<file path="src/rtl/fts_pkg.sv">
// constants for the fault and throttle status register pair
// assumes one 50 MHz core clock and a synchronous active-high reset
// Functional notes
// - terminator 2 sense asserted latches fault bit 3 until cleared
// - channel eight reading off the requested vid voltage sets fault bit 5
// - diode 1 open or short sets bit 6, diode 2 sets bit 7
// - any throttle duty above zero sets throttle bit 0
// - one band bit per duty sample, bits 1 to 6 by duty range
// - duty above user limit sets bit 7, the only host summary source
package fts_pkg;

    // ---------------------------------------------------------------
    // register map
    // ---------------------------------------------------------------
    localparam logic [7:0] FAULT_OFS = 8'h4b;
    localparam logic [7:0] THROTTLE_OFS = 8'h4c;
    localparam logic [7:0] FAULT_RESET = 8'h00;
    localparam logic [7:0] THROTTLE_RESET = 8'h00;
    // bits 1:0 of the fault register are reserved and read zero
    localparam logic [7:0] FAULT_IMPL_MASK = 8'hfc;
    localparam logic [7:0] THROTTLE_IMPL_MASK = 8'hff;

    // ---------------------------------------------------------------
    // fault register fields
    // ---------------------------------------------------------------
    localparam int TERM1_BIT = 2;
    localparam int TERM2_BIT = 3;
    localparam int CORE1_BIT = 4;
    localparam int CORE2_BIT = 5;
    localparam int DIODE1_BIT = 6;
    localparam int DIODE2_BIT = 7;

    // ---------------------------------------------------------------
    // throttle register fields
    // ---------------------------------------------------------------
    localparam int SEEN_BIT = 0;
    localparam int BAND_LOW_BIT = 1;
    localparam int BAND_QUARTER_BIT = 2;
    localparam int BAND_HALF_BIT = 3;
    localparam int BAND_THREE_QUARTER_BIT = 4;
    localparam int BAND_HIGH_BIT = 5;
    localparam int FULL_BIT = 6;
    localparam int LIMIT_BIT = 7;

    // ---------------------------------------------------------------
    // duty code: 8'hff is full throttling, steps of 1/256
    // ---------------------------------------------------------------
    localparam logic [7:0] DUTY_ZERO = 8'h00;
    localparam logic [7:0] DUTY_12P5 = 8'h20;
    localparam logic [7:0] DUTY_25 = 8'h40;
    localparam logic [7:0] DUTY_50 = 8'h80;
    localparam logic [7:0] DUTY_75 = 8'hc0;
    localparam logic [7:0] DUTY_FULL = 8'hff;

    // ---------------------------------------------------------------
    // vid to expected reading map, linear, plain defaults
    // ---------------------------------------------------------------
    localparam logic [7:0] VID_BASE_CODE = 8'hc0;
    localparam logic [7:0] VID_STEP = 8'h02;
    localparam logic [7:0] VID_TOLERANCE = 8'h04;

endpackage

</file>
<file path="src/rtl/fts_sticky_if.sv">
// set, clear and state lines of one sticky status byte
// assumes both ends run on the same core clock
`timescale 1ns/1ns
interface fts_sticky_if;
    logic [7:0] set;
    logic [7:0] clr;
    logic [7:0] q;

    modport bank (
        input set,
        input clr,
        output q
    );

    modport ctrl (
        output set,
        output clr,
        input q
    );
endinterface

</file>
<file path="src/rtl/fts_sticky_byte.sv">
// one sticky status byte with write-one-to-clear
// assumes set and clear come from logic on core_clk
`timescale 1ns/1ns
module fts_sticky_byte #(
    parameter logic [7:0] RESET_VAL = 8'h00,
    parameter logic [7:0] IMPL_MASK = 8'hff
) (
    // clock and reset
    input wire logic core_clk,
    input wire logic rst,
    // status lines
    fts_sticky_if.bank bank
);
    import fts_pkg::*;

    logic [7:0] q_ff;
    wire logic [7:0] nxt_q;

    // set wins over a clear in the same cycle, so no event is lost
    assign nxt_q = ((q_ff & ~bank.clr) | bank.set) & IMPL_MASK;
    assign bank.q = q_ff;

    always_ff @(posedge core_clk) begin
        if (rst) begin
            q_ff <= RESET_VAL;
        end else begin
            q_ff <= nxt_q;
        end
    end
endmodule

</file>
<file path="src/rtl/fts_status_regs.sv">
// fault and throttle status registers with their set logic
// assumes the serial interface engine hands over byte reads and writes
// on core_clk, and that duty, diode and adc results are on core_clk too
`timescale 1ns/1ns
module fts_status_regs (
    // clock and reset
    input wire logic core_clk,
    input wire logic rst,
    // termination sense pins, asynchronous
    input wire logic term1_sense_input,
    input wire logic term2_sense_input,
    // vid pins, asynchronous
    input wire logic [5:0] cpu1_voltage_code,
    // converted analog readings
    input wire logic [7:0] analog_input_seven,
    input wire logic [7:0] analog_input_eight,
    input wire logic adc_sample_valid,
    // remote diode front end results
    input wire logic diode1_open,
    input wire logic diode1_short,
    input wire logic diode2_open,
    input wire logic diode2_short,
    input wire logic diode_sample_valid,
    // throttle duty measurement
    input wire logic [7:0] cpu1_duty,
    input wire logic cpu1_duty_valid,
    input wire logic [7:0] cpu1_duty_limit,
    // sleep states
    input wire logic sleep_s3,
    input wire logic sleep_s45,
    // register access from the serial engine
    input wire logic [7:0] reg_addr,
    input wire logic reg_wr,
    input wire logic reg_rd,
    input wire logic [7:0] reg_wdata,
    output logic [7:0] reg_rdata,
    output logic reg_ack,
    // summary toward the status/control register
    output logic host_err_src,
    output logic fault_err_src
);
    import fts_pkg::*;

    // ---------------------------------------------------------------
    // pin synchronisers
    // ---------------------------------------------------------------
    logic [1:0] term_meta_ff;
    logic [1:0] term_sync_ff;
    logic [5:0] vid_meta_ff;
    logic [5:0] vid_sync_ff;

    always_ff @(posedge core_clk) begin
        if (rst) begin
            term_meta_ff <= 2'h0;
            term_sync_ff <= 2'h0;
            vid_meta_ff <= 6'h00;
            vid_sync_ff <= 6'h00;
        end else begin
            term_meta_ff <= {term2_sense_input, term1_sense_input};
            term_sync_ff <= term_meta_ff;
            vid_meta_ff <= cpu1_voltage_code;
            vid_sync_ff <= vid_meta_ff;
        end
    end

    // ---------------------------------------------------------------
    // sleep masking
    // ---------------------------------------------------------------
    // every bit of both registers is masked in s3 and s4/5
    wire logic awake;
    assign awake = ~(sleep_s3 | sleep_s45);

    // ---------------------------------------------------------------
    // vid compare
    // ---------------------------------------------------------------
    // the vid lines may move while a reading is taken; the synchronised
    // copy is used, so a change shows at most two cycles late
    wire logic [7:0] vid_offset;
    wire logic [7:0] vid_expected;
    wire logic [7:0] diff_seven;
    wire logic [7:0] diff_eight;
    wire logic core1_off;
    wire logic core2_off;

    assign vid_offset = 8'({2'h0, vid_sync_ff} * VID_STEP);
    assign vid_expected = 8'(VID_BASE_CODE - vid_offset);
    assign diff_seven = (analog_input_seven > vid_expected) ?
        8'(analog_input_seven - vid_expected) : 8'(vid_expected - analog_input_seven);
    assign diff_eight = (analog_input_eight > vid_expected) ?
        8'(analog_input_eight - vid_expected) : 8'(vid_expected - analog_input_eight);
    assign core1_off = adc_sample_valid & (diff_seven > VID_TOLERANCE);
    // channel eight is held against the same vid code as channel seven
    assign core2_off = adc_sample_valid & (diff_eight > VID_TOLERANCE);

    // ---------------------------------------------------------------
    // fault set vector
    // ---------------------------------------------------------------
    wire logic diode1_bad;
    wire logic diode2_bad;
    logic [7:0] fault_raw;

    assign diode1_bad = diode_sample_valid & (diode1_open | diode1_short);
    assign diode2_bad = diode_sample_valid & (diode2_open | diode2_short);

    always_comb begin
        fault_raw = 8'h00;
        fault_raw[TERM1_BIT] = term_sync_ff[0];
        fault_raw[TERM2_BIT] = term_sync_ff[1];
        fault_raw[CORE1_BIT] = core1_off;
        fault_raw[CORE2_BIT] = core2_off;
        fault_raw[DIODE1_BIT] = diode1_bad;
        fault_raw[DIODE2_BIT] = diode2_bad;
    end

    // ---------------------------------------------------------------
    // throttle band decode
    // ---------------------------------------------------------------
    wire logic duty_seen;
    wire logic band_low;
    wire logic band_quarter;
    wire logic band_half;
    wire logic band_three_quarter;
    wire logic band_high;
    wire logic duty_full;
    wire logic over_limit;
    logic [7:0] throttle_raw;

    assign duty_seen = cpu1_duty > DUTY_ZERO;
    assign band_low = cpu1_duty < DUTY_12P5;
    assign band_quarter = (cpu1_duty >= DUTY_12P5) & (cpu1_duty < DUTY_25);
    assign band_half = (cpu1_duty >= DUTY_25) & (cpu1_duty < DUTY_50);
    assign band_three_quarter = (cpu1_duty >= DUTY_50) & (cpu1_duty < DUTY_75);
    assign band_high = (cpu1_duty >= DUTY_75) & (cpu1_duty < DUTY_FULL);
    assign duty_full = cpu1_duty == DUTY_FULL;
    assign over_limit = cpu1_duty > cpu1_duty_limit;

    always_comb begin
        throttle_raw = 8'h00;
        throttle_raw[SEEN_BIT] = duty_seen;
        throttle_raw[BAND_LOW_BIT] = band_low;
        throttle_raw[BAND_QUARTER_BIT] = band_quarter;
        throttle_raw[BAND_HALF_BIT] = band_half;
        throttle_raw[BAND_THREE_QUARTER_BIT] = band_three_quarter;
        throttle_raw[BAND_HIGH_BIT] = band_high;
        throttle_raw[FULL_BIT] = duty_full;
        throttle_raw[LIMIT_BIT] = over_limit;
    end

    // ---------------------------------------------------------------
    // register decode
    // ---------------------------------------------------------------
    wire logic hit_fault;
    wire logic hit_throttle;
    wire logic hit_any;
    wire logic [7:0] rd_sel;

    assign hit_fault = reg_addr == FAULT_OFS;
    assign hit_throttle = reg_addr == THROTTLE_OFS;
    assign hit_any = hit_fault | hit_throttle;

    // ---------------------------------------------------------------
    // sticky banks
    // ---------------------------------------------------------------
    fts_sticky_if fault_if ();
    fts_sticky_if throttle_if ();

    assign fault_if.set = awake ? fault_raw : 8'h00;
    assign fault_if.clr = (reg_wr & hit_fault) ? reg_wdata : 8'h00;
    assign throttle_if.set = (awake & cpu1_duty_valid) ? throttle_raw : 8'h00;
    assign throttle_if.clr = (reg_wr & hit_throttle) ? reg_wdata : 8'h00;

    fts_sticky_byte #(
        .RESET_VAL(FAULT_RESET),
        .IMPL_MASK(FAULT_IMPL_MASK)
    ) u_fault (
        .core_clk(core_clk),
        .rst(rst),
        .bank(fault_if.bank)
    );

    fts_sticky_byte #(
        .RESET_VAL(THROTTLE_RESET),
        .IMPL_MASK(THROTTLE_IMPL_MASK)
    ) u_throttle (
        .core_clk(core_clk),
        .rst(rst),
        .bank(throttle_if.bank)
    );

    // ---------------------------------------------------------------
    // read path and summary
    // ---------------------------------------------------------------
    // read data shows the state before any clear of the same cycle
    assign rd_sel = hit_fault ? fault_if.q : (hit_throttle ? throttle_if.q : 8'h00);

    logic [7:0] reg_rdata_ff;
    logic reg_ack_ff;
    logic host_err_src_ff;
    logic fault_err_src_ff;

    always_ff @(posedge core_clk) begin
        if (rst) begin
            reg_rdata_ff <= 8'h00;
            reg_ack_ff <= 1'b0;
            host_err_src_ff <= 1'b0;
            fault_err_src_ff <= 1'b0;
        end else begin
            reg_rdata_ff <= reg_rd ? rd_sel : reg_rdata_ff;
            reg_ack_ff <= (reg_rd | reg_wr) & hit_any;
            // band bits are informative only; just the limit bit reaches the host
            host_err_src_ff <= throttle_if.q[LIMIT_BIT];
            fault_err_src_ff <= |fault_if.q;
        end
    end

    assign reg_rdata = reg_rdata_ff;
    assign reg_ack = reg_ack_ff;
    assign host_err_src = host_err_src_ff;
    assign fault_err_src = fault_err_src_ff;
endmodule

</file>
<file path="config.mk">
export PLATFORM = sky130hd
export DESIGN_NAME = fts_status_regs
export DESIGN_NICKNAME = d
export VERILOG_FILES = /design/src/rtl/fts_pkg.sv /design/src/rtl/fts_sticky_if.sv /design/src/rtl/fts_sticky_byte.sv /design/src/rtl/fts_status_regs.sv
export SDC_FILE = /design/constraint.sdc
export NUM_CORES = 1
export LEC_CHECK = 0
export BUFFER_PORTS_ARGS = -buffer_cell sky130_fd_sc_hd__clkbuf_2
export CAP_MARGIN = 20
export CORE_UTILIZATION = 53
export DETAILED_ROUTE_END_ITERATION = 10
export PLACE_DENSITY = 0.86
export SLEW_MARGIN = 25
export SYNTH_ARGS = -nofsm -noshare
export SYNTH_HDL_FRONTEND = slang
export SYNTH_SLANG_ARGS = --single-unit
</file>
<file path="constraint.sdc">
create_clock -name core_clk -period 3.65 [get_ports core_clk]
set_input_delay 0.365 -clock core_clk [delete_from_list [all_inputs] [get_ports core_clk]]
set_output_delay 0.365 -clock core_clk [all_outputs]
set_load 0.03 [all_outputs]
</file>
==> flow_metrics.tcl <==
set metrics [dict create \
    drt_iter0_markers 158 \
    hold_viol 0 \
    fin_ws_ns 0.437 \
    multi_input_area_um2 1890 \
    ys_seq_area_frac 0.284 \
    placed_area_um2 3320 \
    grt_pass1_wl_um 10600 \
    worst-setup-path-type "flop to flop" \
    drv_cap 0 \
    cts_root_buf "clkbuf_8" \
    yosysTopAreaCell "dfxtp_1" \
    crit_required_ns 3.79 \
    dp_cells 493 \
    endpoint_kind "flop" \
    start_util 0.558 \
    coreArea_um2 5170 \
    via_per_inst 5.56 \
    hold_depth 2 \
    postRouteAntennaNets 0 \
    synth-edff-count 0 \
    power_leakage_nw 1.56 \
    hold_buffers 0 \
    cp-start-kind "flop" \
    netlist_area_um2 2890 \
    synth_commonest_cells "dfxtp_1 (41), inv_1 (33), nand2_1 (31), nor2_1 (31), ha_1 (25)" \
    synth_top_area_share 0.284 \
    grt_usage 0.241 \
    fp.dieW_um 75.8 \
    area_growth_pct 17.7 \
    yosysMostFrequentCell "dfxtp_1" \
    grt_overflow 0 \
    fillers 443 \
    synth-seq-cells 41 \
    p_per_area_nw_per_um2 331 \
    portBuffers 79 \
    max_freq_ghz 0.311 \
    fin_crit_ns 3.21 \
    die_h_um 75.8 \
    clkSlewWorstSetupHoldPaths_ns 0.07 \
    ys.flop_type "dfxtp_1" \
    grt_pass1_vias 2542 \
    ios 80 \
    num_rows 26 \
    fin_crit_sh 0.880 \
    instances_no_fill 501 \
    worst_slew_pin_slew_ns 0.793 \
    clock_latency_ns 0.29 \
    path_max_fanout 6 \
    pre_cts_ws_ns 0.468 \
    gp_congestion 0.957 \
    postCtsResizedCells 0 \
    antenna_found_initial 0 \
    synthCells 355 \
    synth_area_per_cell_um2 8.13 \
    rr_worst_depth 10 \
    setup_viol 0 \
    slew_violations 0 \
    hp-class "input port to flop" \
    async_flop_share 0 \
    num_antenna_cells 0 \
    slew_headroom 0.471 \
    dp_hpwl_um 5570 \
    cts_tree "yes" \
    yosysUniqueCellTypes 62 \
    skew_ns 0.00715 \
    layout.nets 526 \
    crit_arrival_ns 3.35 \
    die_area_um2 5740 \
    regArea_um2 821 \
    clock_path_buffers 2 \
    grt_max_degree 42 \
    tns_ns 0 \
    irDropWorstVdd_uv 293 \
    yosys_warnings 0 \
    drt_wl_total_um 6830 \
    clkSinkCount 41 \
    drive_gt1_frac 0.227 \
    dr.pass1.iters 5 \
    status "finished clean" \
    syn-num-nets 451 \
    cts_max_level 2 \
    synthTopCellsByArea "dfxtp_1 (28%), ha_1 (11%), nor2b_1 (4.3%)" \
    vias 2787 \
    numCtsBuffers 5 \
    drc_errors 0 \
    finalInstanceArea_um2 3400 \
    drt-wirelength-per-cell_um 13.6 \
    rsz0062_at_grt "false" \
    post_cts_buffers 0 \
]
worst max-delay path, cell delays in order (launching register included):
cell and delay, ns:
dfxtp_1 0.38, or3_4 0.43, o31ai_1 0.44, nand2_1 0.18, ha_1 0.43, nand4_1 0.17
nor2_1 0.16, nor2_1 0.06, maj3_1 0.36, a2111oi_2 0.36, nor4_1 0.09
layer usage:
metal / wire length (µm) / track usage / up-vias
met5: 0 / 0 / -
met4: 142 / 0.0926 / 0
met3: 350 / 0.0397 / 17
met2: 3290 / 0.437 / 101
met1: 3040 / 0.284 / 1262
li1: - / - / 1407
final timing paths:
kind,startpoint,end,slack (ns)
min,cpu1_voltage_code[0],vid_meta_ff[0],0.29
min reg2reg,term_meta_ff[0],term_sync_ff[0],0.44
max reg2reg,vid_sync_ff[0],u_fault.bank.q[5],0.44
max,vid_sync_ff[0],u_fault.bank.q[5],0.44
flip-flops by register name, indices dropped and copies added, names as in the netlist:
| name | cells |
|---|---|
| u_fault.bank.q | 6 |
| vid_meta_ff | 6 |
| reg_rdata | 8 |
| host_err_src | 1 |
| term_sync_ff | 2 |
| reg_ack | 1 |
| fault_err_src | 1 |
| u_throttle.bank.q | 8 |
| term_meta_ff | 2 |
| vid_sync_ff | 6 |
power breakdown:
group	internal (mW)	switching, mW
clock	0.136	0.136
combinational	0.165	0.210
sequential	0.465	0.0107
total	0.766	0.357
logic make-up after synthesis:
logic type / Yosys count / synth area share
AOI/OAI and AO/OA: 87 / 0.216
xor gates and xnor gates: 20 / 0.0607
adders and majority gates: 28 / 0.126
buffers and inverters: 44 / 0.0611
DFF: 41 / 0.284
muxes: 1 / 0.00347
and+or+nand+nor: 134 / 0.249
stage by stage:
| stage | util | power [mW] | hold WS (ns) |
|---|---|---|---|
| final | 0.657 | 1.12 | 0.287 |
| after global routing | 0.657 | 1.20 | 0.282 |
| after CTS | 0.657 | 1.13 | 0.280 |
| after detailed placement | 0.641 | 0.855 | 0.425 |
| after global placement | 0.641 | 0.842 | 0.416 |
| after floorplan | - | 0.748 | 0.414 |
placed cells by master (no fill, tap or decap), types with 4 or more instances in the layout:
master    instances
inv_1            33
a21oi_1          19
nor2b_1          20
nor4_1            4
ha_1             25
clkbuf_8          5
nor3_1            7
nand2_1          31
clkbuf_2         79
a211oi_1          8
dfxtp_1          41
nor2_1           31
o211ai_1          4
xor2_1           11
a31oi_1           4
a22oi_1          10
nand4_1           5
o21ai_0          11
nand3_1           6
xnor2_1           9
nand2b_1          9
layout make-up:
class                           instances  area share
Multi-Input combinational cell        270       0.556
Tap cell                               70      0.0258
Inverter                               33      0.0365
Sequential cell                        41       0.242
Timing Repair Buffer                   79       0.116
Clock buffer                            8      0.0236
Power figures use the tool's default switching activity.
